## src/verilog/sms_pkg.sv

```systemverilog
// Purpose: shared constants for the serial peripheral port
// Assumes: one system clock, synchronous active-high reset
// Notes:   control field positions are fixed by this block
`default_nettype none
package sms_pkg;
  localparam int BYTE_W = 8;
  localparam int CNT_W  = 8;
  localparam int EDGE_W = 5;
  // sck edges per byte: eight pulses, two edges each
  localparam logic [EDGE_W-1:0] LAST_EDGE = 5'h0f;
  // control register field positions
  localparam int CTL_SEL_LO = 0;
  localparam int CTL_CPHA   = 2;
  localparam int CTL_CPOL   = 3;
  localparam int CTL_MASTER = 4;
  localparam int CTL_LSB    = 5;
  localparam int CTL_EN     = 6;
  localparam int CTL_IE     = 7;
  localparam logic [7:0] CTL_RESET = 8'h00;
  localparam logic [7:0] RX_RESET  = 8'h00;
  localparam logic [7:0] TX_RESET  = 8'h00;
  // synchroniser reset: {nss_n, sck, mosi, miso}, select idles high
  localparam logic [3:0] PIN_RESET = 4'h8;
  localparam int PIN_NSS  = 3;
  localparam int PIN_SCK  = 2;
  localparam int PIN_MOSI = 1;
  localparam int PIN_MISO = 0;
  localparam logic [CNT_W-1:0] CNT_RESET = 8'h00;
  typedef enum logic [1:0] {
    SMS_IDLE = 2'b01,
    SMS_RUN  = 2'b10
  } sms_state_e;
endpackage
`default_nettype wire

```

## src/verilog/sms_spi_port.sv

```systemverilog
// Purpose: byte-wide full-duplex serial port, master or slave
// Assumes: pins pass a three-stage synchroniser; control is by strobes
// Notes:   sck rates count from clk_sys_i as the oscillator
`timescale 1ns/100ps
`default_nettype none
// Contract
// [RULE_01] only master data write starts transfer
// [RULE_02] master shifts eight bits, replaces with incoming
// [RULE_03] last bit copies shifter into receive buffer
// [RULE_04] master select comes from software GPIO
// [RULE_05] idle master write loads and starts immediately
// [RULE_06] busy write sets collision, byte dropped
// [RULE_07] clock select plus double speed pick rate
// [RULE_08] exactly eight sck pulses per master byte
// [RULE_09] master drives mosi, sck; samples miso
// [RULE_10] phase and polarity bits, both ends match
// [RULE_11] slave uses external sck, only while selected
// [RULE_12] enable gives pins serial function by mode
// [RULE_13] unselected slave write held until select
// [RULE_14] select release mid-byte aborts, no flag
// [RULE_15] every select assertion reloads pending byte
// [RULE_16] slave runs in suspend, interrupt wakes
// [RULE_17] each byte sets flag, requests interrupt
// [RULE_18] bit order selectable lsb or msb first
// [RULE_19] data reads return buffered receive byte
// [RULE_20] select low as master gives mode fault
// [RULE_21] byte over unread buffer flags overrun
// [RULE_22] flag clears on vector or status-data
// [RULE_23] collision and mode fault clear sequences
// [RULE_24] disabled port never shifts nor interrupts; irq_o ignores en, so a flag left set with ie still drives it
module sms_spi_port
  import sms_pkg::*;
(
  // clock and reset
  input  wire  logic        clk_sys_i,
  input  wire  logic        reset_i,
  // control register write and double speed
  input  wire  logic        ctl_wr_i,
  input  wire  logic [7:0]  ctl_wdata_i,
  input  wire  logic        double_speed_i,
  // register accesses
  input  wire  logic        data_wr_i,
  input  wire  logic [7:0]  data_wdata_i,
  input  wire  logic        data_rd_i,
  input  wire  logic        status_rd_i,
  input  wire  logic        vector_ack_i,
  // pins
  input  wire  logic        select_port_pin_n_i,
  input  wire  logic        clock_port_pin_i,
  output logic              clock_port_pin_o,
  output logic              clock_port_pin_oe_o,
  input  wire  logic        mosi_port_pin_i,
  output logic              mosi_port_pin_o,
  output logic              mosi_port_pin_oe_o,
  input  wire  logic        miso_port_pin_i,
  output logic              miso_port_pin_o,
  output logic              miso_port_pin_oe_o,
  // status
  output logic [7:0]        serial_control_o,
  output logic [7:0]        serial_data_o,
  output logic              transfer_done_flag_o,
  output logic              write_collision_o,
  output logic              mode_fault_o,
  output logic              rx_overrun_o,
  output logic              busy_o,
  output logic              irq_o
);

  logic [7:0]        serial_control_reg;
  logic              pins_reg;
  logic [3:0]        s1_reg;
  logic [3:0]        s2_reg;
  logic [3:0]        s3_reg;
  logic [3:0]        pin_reg;
  logic              sck_prev_reg;
  logic              nss_prev_reg;
  sms_state_e        state_reg;
  logic [CNT_W-1:0]  cnt_reg;
  logic [EDGE_W-1:0] edge_reg;
  logic              sck_lvl_reg;
  logic [7:0]        shift_reg;
  logic [7:0]        tx_hold_reg;
  logic              rx_bit_reg;
  logic [7:0]        serial_data_reg;
  logic              rx_full_reg;
  logic              flag_reg;
  logic              flag_arm_reg;
  logic              wcol_reg;
  logic              wcol_arm_reg;
  logic              modf_reg;
  logic              modf_arm_reg;
  logic              ovr_reg;
  logic              ovr_arm_reg;
  logic              dout_reg;

  // control fields
  wire       en      = serial_control_reg[CTL_EN];
  wire       master  = serial_control_reg[CTL_MASTER];
  wire       cpha    = serial_control_reg[CTL_CPHA];
  wire       cpol    = serial_control_reg[CTL_CPOL];
  wire       lsb     = serial_control_reg[CTL_LSB];
  wire       ie      = serial_control_reg[CTL_IE];
  wire [1:0] sel     = serial_control_reg[CTL_SEL_LO +: 2];

  // stable pin levels
  wire       nss_n   = pin_reg[PIN_NSS];
  wire       sck_in  = pin_reg[PIN_SCK];
  wire       mosi_in = pin_reg[PIN_MOSI];
  wire       miso_in = pin_reg[PIN_MISO];

  // half period of sck is 2^(2*sel+1-dbl) system clocks
  wire [2:0]       rate_sh  = {sel, 1'b1} - {2'b00, double_speed_i}; // RULE_07
  wire [CNT_W-1:0] half_len = CNT_W'(1) << rate_sh; // RULE_07
  wire             half_end = cnt_reg == half_len - CNT_W'(1);

  wire run_m   = state_reg == SMS_RUN;
  wire slv_act = en && !master && !nss_n; // RULE_11
  wire slv_bsy = slv_act && edge_reg != EDGE_W'(0);
  wire busy    = master ? run_m : slv_bsy;

  // sck edges, from own divider as master or the pin as slave
  wire m_edge  = run_m && half_end; // RULE_08
  wire s_edge  = slv_act && sck_in != sck_prev_reg; // RULE_11
  wire edge_ev = m_edge || s_edge;
  wire cur_lvl = master ? sck_lvl_reg : sck_prev_reg;
  wire lead    = edge_ev && cur_lvl == cpol; // RULE_10
  wire sample  = edge_ev && (lead ^ cpha); // RULE_10
  wire trail   = edge_ev && !lead;
  wire in_bit  = master ? miso_in : mosi_in; // RULE_09
  wire sh_in   = cpha ? in_bit : rx_bit_reg;
  wire [7:0] shifted = lsb ? {sh_in, shift_reg[7:1]}
                           : {shift_reg[6:0], sh_in}; // RULE_18
  wire byte_done = trail && edge_reg == LAST_EDGE; // RULE_02

  // software data write
  wire wr_coll = data_wr_i && en && busy; // RULE_06
  wire wr_ok   = data_wr_i && !wr_coll;
  wire m_start = wr_ok && en && master; // RULE_01
  wire s_load  = wr_ok && slv_act; // RULE_13
  wire s_sel   = slv_act && nss_prev_reg; // RULE_15
  wire s_abort = !master && !nss_prev_reg && nss_n
                 && edge_reg != EDGE_W'(0); // RULE_14
  wire modf_ev = en && master && !nss_n; // RULE_20

  wire [7:0] sh_next = m_start ? data_wdata_i :
                       s_load  ? data_wdata_i :
                       s_sel   ? tx_hold_reg :
                       trail   ? shifted : shift_reg;
  // phase one launches each bit on the leading edge, clear of sampling
  wire out_now   = lsb ? shift_reg[0] : shift_reg[7];
  wire reload    = m_start || s_load || s_sel;
  wire dout_phs0 = lsb ? sh_next[0] : sh_next[7];
  wire dout_phs1 = reload ? dout_phs0 : lead ? out_now : dout_reg; // RULE_10
  wire dout_next = cpha ? dout_phs1 : dout_phs0;

  wire data_acc  = data_rd_i || data_wr_i;
  wire set_flag  = byte_done || modf_ev; // RULE_17
  wire flag_next = set_flag ||
                   (flag_reg && !vector_ack_i &&
                    !(flag_arm_reg && data_acc)); // RULE_22
  wire ovr_ev    = byte_done && rx_full_reg; // RULE_21

  // pin synchroniser: a change counts once stages two and three agree
  always_ff @(posedge clk_sys_i)
  begin
    if (reset_i)
    begin
      s1_reg  <= PIN_RESET;
      s2_reg  <= PIN_RESET;
      s3_reg  <= PIN_RESET;
      pin_reg <= PIN_RESET;
    end
    else
    begin
      s1_reg  <= {select_port_pin_n_i, clock_port_pin_i,
                  mosi_port_pin_i, miso_port_pin_i};
      s2_reg  <= s1_reg;
      s3_reg  <= s2_reg;
      pin_reg <= (s2_reg & s3_reg) | (pin_reg & (s2_reg ^ s3_reg));
    end
  end

  // control register; mode fault drops master and pin ownership
  always_ff @(posedge clk_sys_i)
  begin
    if (reset_i)
    begin
      serial_control_reg <= CTL_RESET;
      pins_reg           <= 1'b0;
    end
    else if (modf_ev)
    begin
      serial_control_reg[CTL_MASTER] <= 1'b0; // RULE_20
      pins_reg                       <= 1'b0; // RULE_20
    end
    else if (ctl_wr_i)
    begin
      serial_control_reg <= ctl_wdata_i;
      pins_reg           <= 1'b1; // RULE_12
    end
  end

  // shifter, divider and edge counter
  always_ff @(posedge clk_sys_i)
  begin
    if (reset_i)
    begin
      state_reg    <= SMS_IDLE;
      cnt_reg      <= CNT_RESET;
      edge_reg     <= '0;
      sck_lvl_reg  <= 1'b0;
      sck_prev_reg <= 1'b0;
      nss_prev_reg <= 1'b1;
      shift_reg    <= TX_RESET;
      tx_hold_reg  <= TX_RESET;
      rx_bit_reg   <= 1'b0;
      dout_reg     <= 1'b0;
    end
    else
    begin
      sck_prev_reg <= sck_in;
      nss_prev_reg <= nss_n;
      shift_reg    <= sh_next; // RULE_02
      dout_reg     <= dout_next;
      if (wr_ok)
        tx_hold_reg <= data_wdata_i; // RULE_13
      if (sample)
        rx_bit_reg <= in_bit;
      case (state_reg)
        SMS_IDLE:
        begin
          sck_lvl_reg <= cpol;
          cnt_reg     <= CNT_RESET;
          if (m_start)
            state_reg <= SMS_RUN; // RULE_05
        end
        SMS_RUN:
        begin
          cnt_reg <= half_end ? CNT_RESET : cnt_reg + CNT_W'(1);
          if (half_end)
            sck_lvl_reg <= !sck_lvl_reg; // RULE_08
          if (byte_done || !en || modf_ev)
            state_reg <= SMS_IDLE; // RULE_24
        end
        default:
          state_reg <= SMS_IDLE;
      endcase
      if (m_start || s_sel || s_abort || byte_done || !en)
        edge_reg <= '0; // RULE_14
      else if (edge_ev)
        edge_reg <= edge_reg + EDGE_W'(1);
    end
  end

  // receive buffer and flags; a set always wins over a clear
  always_ff @(posedge clk_sys_i)
  begin
    if (reset_i)
    begin
      serial_data_reg <= RX_RESET;
      rx_full_reg     <= 1'b0;
      flag_reg        <= 1'b0;
      flag_arm_reg    <= 1'b0;
      wcol_reg        <= 1'b0;
      wcol_arm_reg    <= 1'b0;
      modf_reg        <= 1'b0;
      modf_arm_reg    <= 1'b0;
      ovr_reg         <= 1'b0;
      ovr_arm_reg     <= 1'b0;
    end
    else
    begin
      if (byte_done)
        serial_data_reg <= shifted; // RULE_03
      rx_full_reg <= byte_done || (rx_full_reg && !data_rd_i); // RULE_19
      flag_reg    <= flag_next; // RULE_17
      flag_arm_reg <= (status_rd_i && flag_reg) ||
                      (flag_arm_reg && !data_acc); // RULE_22
      wcol_reg <= wr_coll ||
                  (wcol_reg && !(wcol_arm_reg && data_acc)); // RULE_23
      wcol_arm_reg <= (status_rd_i && wcol_reg) ||
                      (wcol_arm_reg && !data_acc);
      modf_reg <= modf_ev ||
                  (modf_reg && !(modf_arm_reg && ctl_wr_i)); // RULE_23
      modf_arm_reg <= (status_rd_i && modf_reg) ||
                      (modf_arm_reg && !ctl_wr_i);
      ovr_reg <= ovr_ev ||
                 (ovr_reg && !(ovr_arm_reg && data_acc)); // RULE_21
      ovr_arm_reg <= (status_rd_i && ovr_reg) ||
                     (ovr_arm_reg && !data_acc);
    end
  end

  // registered outputs
  always_ff @(posedge clk_sys_i)
  begin
    if (reset_i)
    begin
      clock_port_pin_o     <= 1'b0;
      clock_port_pin_oe_o  <= 1'b0;
      mosi_port_pin_o      <= 1'b0;
      mosi_port_pin_oe_o   <= 1'b0;
      miso_port_pin_o      <= 1'b0;
      miso_port_pin_oe_o   <= 1'b0;
      serial_control_o     <= CTL_RESET;
      serial_data_o        <= RX_RESET;
      transfer_done_flag_o <= 1'b0;
      write_collision_o    <= 1'b0;
      mode_fault_o         <= 1'b0;
      rx_overrun_o         <= 1'b0;
      busy_o               <= 1'b0;
      irq_o                <= 1'b0;
    end
    else
    begin
      clock_port_pin_o     <= sck_lvl_reg; // RULE_09
      clock_port_pin_oe_o  <= en && master && pins_reg; // RULE_12
      mosi_port_pin_o      <= dout_reg; // RULE_09
      mosi_port_pin_oe_o   <= en && master && pins_reg; // RULE_12
      miso_port_pin_o      <= dout_reg; // RULE_11
      miso_port_pin_oe_o   <= slv_act && pins_reg; // RULE_12
      serial_control_o     <= serial_control_reg;
      serial_data_o        <= serial_data_reg; // RULE_19
      transfer_done_flag_o <= flag_reg;
      write_collision_o    <= wcol_reg;
      mode_fault_o         <= modf_reg;
      rx_overrun_o         <= ovr_reg;
      busy_o               <= busy;
      irq_o                <= flag_reg && ie; // RULE_16
    end
  end

endmodule
`default_nettype wire

```

## config.mk

```make
export PLATFORM = sky130hd
export DESIGN_NAME = sms_spi_port
export DESIGN_NICKNAME = d
export VERILOG_FILES = /design/src/verilog/sms_pkg.sv /design/src/verilog/sms_spi_port.sv
export SDC_FILE = /design/constraint.sdc
export NUM_CORES = 1
export LEC_CHECK = 0
export ABC_AREA = 1
export BUFFER_PORTS_ARGS = -buffer_cell sky130_fd_sc_hd__clkbuf_2
export CELL_PAD_IN_SITES_DETAIL_PLACEMENT = 1
export CELL_PAD_IN_SITES_GLOBAL_PLACEMENT = 2
export CORE_MARGIN = 2
export CORE_UTILIZATION = 36
export DETAILED_ROUTE_END_ITERATION = 8
export HOLD_SLACK_MARGIN = 0.05
export PLACE_DENSITY_LB_ADDON = 0.1
export SETUP_SLACK_MARGIN = 0.05
export SYNTH_ARGS = -nofsm -noshare
export SYNTH_HDL_FRONTEND = slang
export SYNTH_SLANG_ARGS = --single-unit
export TNS_END_PERCENT = 5
```

## constraint.sdc

```tcl
create_clock -name clk_sys_i -period 5.7 [get_ports clk_sys_i]
set_clock_uncertainty 0.05 [all_clocks]
set_input_delay 0.855 -clock clk_sys_i [delete_from_list [all_inputs] [get_ports clk_sys_i]]
set_output_delay 0.855 -clock clk_sys_i [all_outputs]
set_load 0.02 [all_outputs]
```

==> results of run 1 <==
==> critical path, delay by kind of cell <==
kind | cells | cell delay (ns)
adder cells (fa/ha/maj) | 2 | 0.57
buffers and inverters | 4 | 0.40
AND/OR/NAND/NOR | 11 | 1.30
AO/OA/AOI/OAI | 2 | 0.24
==> cell usage in the layout (no fill, tap or decap), types with 3 or more instances in the layout <==
cell	count
nand2_1	105
dfxtp_1	104
inv_1	80
nor2_1	65
clkbuf_2	55
a21oi_1	45
o21ai_0	36
nand3_1	26
ha_1	12
o21ai_1	11
clkbuf_16	9
or2_2	8
inv_2	6
nor3_1	5
xor2_1	4
nand2_4	4
nand4_1	3
clkinv_1	3
a31oi_1	3
a22oi_1	3
nor4_1	3
o22ai_1	3
==> routing by layer <==
metal	part of all wire [%]	routed length (um)	global-route usage (%)
met5	0	0	0
met3	2.7	301	2.71
met4	2.3	252	8.46
met2	46	5010	27.6
met1	49	5440	23.8
==> metrics by stage <==
step	utilization, %	hold WS [ns]	setup WS [ns]
floorplan	-	0.338	2.67
global placement	39.7	0.341	2.36
detailed placement	39.7	0.351	2.23
CTS	42.1	0.362	2.59
global route	42.1	0.375	2.35
finish	42.1	0.358	2.57
==> power by group <==
part | internal, W | total, W | switching, W
Clock | 0.000321 | 0.000592 | 0.000271
Sequential | 0.000745 | 0.000757 | 0.0000122
Combinational | 0.0000344 | 0.000106 | 0.0000712
==> final cells by class <==
class	instances	area (sq um)	area share (%)
Clock buffer	12	256	5.13
Clock inverter	4	27.5	0.551
Inverter	90	340	6.81
Multi-Input combinational cell	355	1820	36.4
Sequential cell	104	2080	41.7
Tap cell	147	184	3.68
Timing Repair Buffer	57	290	5.81
==> final timing paths <==
| check | to | startpoint | depth (start not counted) | slack (ns) |
|---|---|---|---|---|
| worst min register to register | s2_reg[0] | s1_reg[0] | 2 | 0.36 |
| worst min-delay path | s2_reg[0] | s1_reg[0] | 2 | 0.36 |
| worst max register to register | rx_bit_reg | serial_control_reg[0] | 18 | 2.67 |
| worst max-delay path | rx_bit_reg | double_speed_i | 19 | 2.57 |
==> logic make-up after synthesis <==
logic type      Yosys count
xor+xnor                  4
simple gates            229
buf+inv                 108
flops                   104
mux                       1
fa+ha+maj                12
compound gates          109
==> results.yml, run 1 <==
floorplanning:
  die_w_um: 114
  dieArea_sq_um: 12900
  core-area_sq_um: 11900
  ioPinCount: 56
  die_h_um: 114
  std_cell_rows: 40
  start_util_pct: 36.5
yosys:
  synthFlopType: "dfxtp_1"
  syn-num-nets: 607
  synth_area_sq_um: 4330
  ys_warn_count: 0
  synth_adder_area_share_pct: 3.47
  netlist.area_leader.share_pct: 48.1
  ys_ff_latch: 104
  synth-seq-area-share_pct: 48.1
  yosys.area_share.simple_pct: 23.6
  async_flop_share_pct: 0
  ys_top_cells_by_count: "nand2_1 (105), dfxtp_1 (104), inv_1 (80)"
  synth-xor-area-share_pct: 0.809
  synth.avg_cell_area_sq_um: 7.64
  ys_types: 40
  synth_compound_area_share_pct: 13.8
  yosys.area.top_type: "dfxtp_1"
  synth_area_leaders: "dfxtp_1 (48%), nand2_1 (9.1%), inv_1 (6.9%)"
  synth-edff-count: 0
  yosysMostFrequentCell: "nand2_1"
  synthCells: 567
  synth_top_family_by_area: "simple AND/OR/NAND/NOR gates"
  synthMuxAreaShare_pct: 0.231
route:
  drt-wirelength-per-cell_um: 14.3
  routed_wl_um: 11000
  vias: 3715
  viasPerCell: 4.83
  drc: 0
  drtAntennaViolNets: 0
  dr.pass1.iters: 4
  drt-initial-drc-count: 118
sta:
  fmax_mhz: 319
  tightest_slew_ns: 0.976
  setup_violations: 0
  finalCriticalPeriod_ns: 3.13
  hold_viol_final: 0
  setup_tns_ns: 0
  slew_headroom_pct: 34.8
  min_period_over_period_pct: 54.9
  rsz0062_at_grt: "no"
  drv_slew: 0
placement:
  place.gp.congestion: 0.801
  io_buffers: 55
  dp_hpwl_um: 7940
  dp_cells: 753
  placed_area_sq_um: 4710
worst_setup_path:
  cp_data_required_time_ns: 5.92
  cp-start-kind: "primary input"
  path_common_cell: "nor2_1"
  path_class: "primary input to flop"
  end_kind: "flop"
  cpPeakStageDelay_ns: 0.30
  path_cells: "clkbuf_2, inv_1, nand3_1, ha_1, nand2_1, inv_1, nor2_1, nand2_1, nor2_1, nand2_1, nor2_1, nand4_2, nand2_4, inv_1, or2_2, ha_1, nor2_1, o21ai_0, a31oi_1"
  slowest_stage: "ha_1"
  cp.arrival_ns: 3.35
  cp_max_fo: 8
finish:
  finalNonFillerCells: 769
  area_growth_pct: 15.4
  antennaDiodeCount: 0
  drive_gt1_share_pct: 16.2
  final_nets: 657
  fill_cells: 1490
  stdcell_area_sq_um: 5000
outcome:
  outcome: "finished clean"
global_route:
  grt_pass1_wl_um: 17600
  grt_pass1_vias: 3542
  antenna_found_initial: 0
  grt_use_total_pct: 17.6
  grt-ovfl-total: 0
  grt_max_degree: 58
clocking:
  hold_buffers: 0
  post-cts-setup-buffer-count: 0
  post_cts_resized: 0
  cts_sinks: 104
  cts_max_level: 3
  cts-buffers-inserted: 9
  insertion_delay_ns: 0.35
  cts_tree: "built"
  path_clk_slew_ns: 0.07
  clockBufferDepth: 2
  cts_root_buffer: "clkbuf_16"
power:
  p_per_area_nw_per_um2: 291
  finalPower_w: 0.00146
  ir_drop_mv: 0.137
  cellLeakagePower_nw: 2.29
worst_hold_path:
  hold_class: "flop to flop"
run:
  maxCapViolCount: 0
(Power assumes the default switching activity.)
==> run 2, diff against run 1 <==
- ABC_AREA: 1 -> 0
- clock period: 5.7 -> 2.92 ns (I/O delays scaled with it)
==> run 2 against run 1 <==
  * First-iteration DRC count is 34% higher
  * Global-route usage barely moved
  * Via count shrank 4.8%
  * Synthesized cell count fell by 19%
==> results.yml, run 2 <==
power:
  sw_frac_of_total_pct: 23.4
  p_switching_w: 0.000685
  cellLeakagePower_nw: 2.16
  internal-power_w: 0.00224
  ir_drop_mv: 0.273
  p_clk_share_pct: 42.0
  p_per_area_nw_per_um2: 546
  p_comb_share_pct: 7.5
  seq_power_share_pct: 50.5
finish:
  fill_cells: 1401
  final_cell_mix: "dfxtp_1 (103), clkbuf_2 (54), nor2_1 (41)"
  antennaDiodeCount: 0
  drive_gt1_share_pct: 25.6
  final_common_cell: "dfxtp_1"
  finalNonFillerCells: 679
  final_nets: 567
  area_growth_pct: 20.9
  stdcell_area_sq_um: 5360
sta:
  fin_ws_ns: 0.165
  whs_ns: 0.221
  drv_slew: 0
  slew_headroom_pct: 68.0
  setup_tns_ns: 0
  hold_viol_final: 0
  rsz0062_at_grt: "yes"
  finalCriticalPeriod_ns: 2.75
  fmax_mhz: 363
  min_period_over_period_pct: 94.3
  tightest_slew_ns: 0.479
  setup_violations: 0
placement:
  dp_cells: 662
  dpl_worst_slack_ns: -0.0401
  placed_area_sq_um: 5020
  dp_hpwl_um: 7950
  io_buffers: 55
  place.gp.congestion: 0.840
worst_setup_path:
  cp.arrival_ns: 3.00
  r2r-start: "serial_control_reg[1]"
  path_cells: "or3_4, ha_4, xnor2_2, nand3_2, a311oi_4, buf_4, and4_4, nor2_2, or3_4, a21oi_2"
  cp_data_required_time_ns: 3.16
  r2r_slack_ns: 0.17
  path_common_cell: "or3_4"
  path_class: "flop to flop"
  cp-start-kind: "flop"
  end_kind: "flop"
  slowest_stage: "or3_4"
  cp_num_buf_inv: 1
  cpPeakStageDelay_ns: 0.38
  r2r_end: "rx_bit_reg"
  crit_family: "simple AND/OR/NAND/NOR gates"
  r2r_cells: 10
  cp_max_fo: 5
clocking:
  cts_max_level: 3
  cts_sinks: 104
  hold_buffers: 0
  path_clk_slew_ns: 0.07
  cts_root_buffer: "clkbuf_16"
  insertion_delay_ns: 0.35
  cts_tree: "built"
  clockBufferDepth: 2
  cts-buffers-inserted: 9
route:
  drtAntennaViolNets: 0
  drc: 0
  routed_wl_um: 10900
  viasPerCell: 5.21
  vias: 3535
  drt-initial-drc-count: 158
  dr.pass1.iters: 4
  drt-wirelength-per-cell_um: 16.0
yosys:
  synth-seq-area-share_pct: 46.9
  netlist.area_leader.share_pct: 46.9
  synth_area_leaders: "dfxtp_1 (47%), mux2i_1 (5.6%), nor2b_1 (4.5%)"
  async_flop_share_pct: 0
  synth.avg_cell_area_sq_um: 9.64
  ys_warn_count: 0
  synth_area_sq_um: 4440
  ys_ff_latch: 104
  yosysMostFrequentCell: "dfxtp_1"
  synthCells: 460
  yosys.area.top_type: "dfxtp_1"
  synthFlopType: "dfxtp_1"
  ys_top_cells_by_count: "dfxtp_1 (104), nor2_1 (41), nor2b_1 (32)"
  synth-edff-count: 0
  ys_types: 62
  syn-num-nets: 500
global_route:
  grt-ovfl-total: 0
  antenna_found_initial: 0
  grt_pass1_vias: 3581
  grt_use_total_pct: 17.6
  grt_max_degree: 29
  grt_pass1_wl_um: 18100
floorplanning:
  core-area_sq_um: 12000
  ioPinCount: 56
  std_cell_rows: 40
  die_w_um: 115
  die_h_um: 115
  dieArea_sq_um: 13200
  start_util_pct: 36.9
worst_hold_path:
  min_delay_worst_endpoint: "s1_reg[3]"
  hold_depth: 2
  hold_start: "select_port_pin_n_i"
  hold_class: "primary input to flop"
run:
  maxCapViolCount: 0
outcome:
  outcome: "finished clean"
run 2: cell count changes after synthesis, sizes merged, moves of 9 or more:
| cell | change |
|---|---|
| nand2b | +9 |
| o21ai | -41 |
| a21oi | -14 |
| and3 | +12 |
| a311oi | +9 |
| inv | -78 |
| mux2i | +24 |
| nand3 | -13 |
| nor2 | -24 |
| nor2b | +32 |
| nand2 | -81 |
run 2: per-layer routing:
| metal | global-route usage [%] | vias to the layer above | wire length (um) |
|---|---|---|---|
| met3 | 3.48 | 20 | 306 |
| met4 | 7.79 | 0 | 264 |
| met5 | 0 | - | 0 |
| met1 | 22.2 | 1707 | 5080 |
| li1 | - | 1751 | - |
| met2 | 29.1 | 57 | 5220 |
run 2: worst register-to-register path, cell delays in order, from the launching register on:
cell and delay [ns]:
dfxtp_4 0.36, or3_4 0.38, ha_4 0.19, xnor2_2 0.22, nand3_2 0.12, a311oi_4 0.38, buf_4 0.18, and4_4 0.26
nor2_2 0.07, or3_4 0.37, a21oi_2 0.13
run 2: how the worst max path moves through the flow:
stage               cells past startpoint      endpoint                   from  slack [ns]
CTS                                    10    rx_bit_reg  serial_control_reg[1]        0.13
floorplan                              12    rx_bit_reg         double_speed_i       -0.14
detailed placement                     11  shift_reg[1]         double_speed_i       -0.04
finish                                 10    rx_bit_reg  serial_control_reg[1]        0.17
global placement                       11    rx_bit_reg         double_speed_i       -0.02
global route                           11    rx_bit_reg  serial_control_reg[1]        0.03
run 2: layout make-up:
type | instances | area (sq um) | area share (%)
sequential | 104 | 2090 | 38.9
clock inverter | 4 | 52.6 | 0.980
tap | 147 | 184 | 3.43
timing repair buffer | 84 | 522 | 9.73
clock buffer | 12 | 246 | 4.60
multi-input combinational | 319 | 2240 | 41.7
inverter | 9 | 33.8 | 0.630
run 2: cells by family after synthesis:
group	Yosys count	share of synthesized area [%]
simple gates	173	21.1
flops	104	46.9
compound gates	95	16.1
buf+inv	37	3.86
mux	29	6.66
fa+ha+maj	12	3.38
xor+xnor	10	1.97
run 2: per-stage QoR:
stage	power, W	utilization [%]
floorplan	0.00165	-
detailed placement	0.00173	41.8
global placement	0.00173	41.8
global route	0.00306	44.6
CTS	0.00297	44.3
finish	0.00293	44.6
run 2: repair_timing:
action,in CTS,in global routing
resized for setup,0,8
setup endpoints to repair,0,8
buffers inserted,0,1
run 2: power groups by stage:
stage          Sequential [W]  Clock, W  Combinational [W]
6_report              0.00148   0.00123           0.000221
5_1_grt               0.00148   0.00134           0.000244
4_1_cts               0.00148   0.00127           0.000222
3_5_place_dp          0.00151         0           0.000220
3_3_place_gp          0.00151         0           0.000216
2_1_floorplan         0.00150         0           0.000148
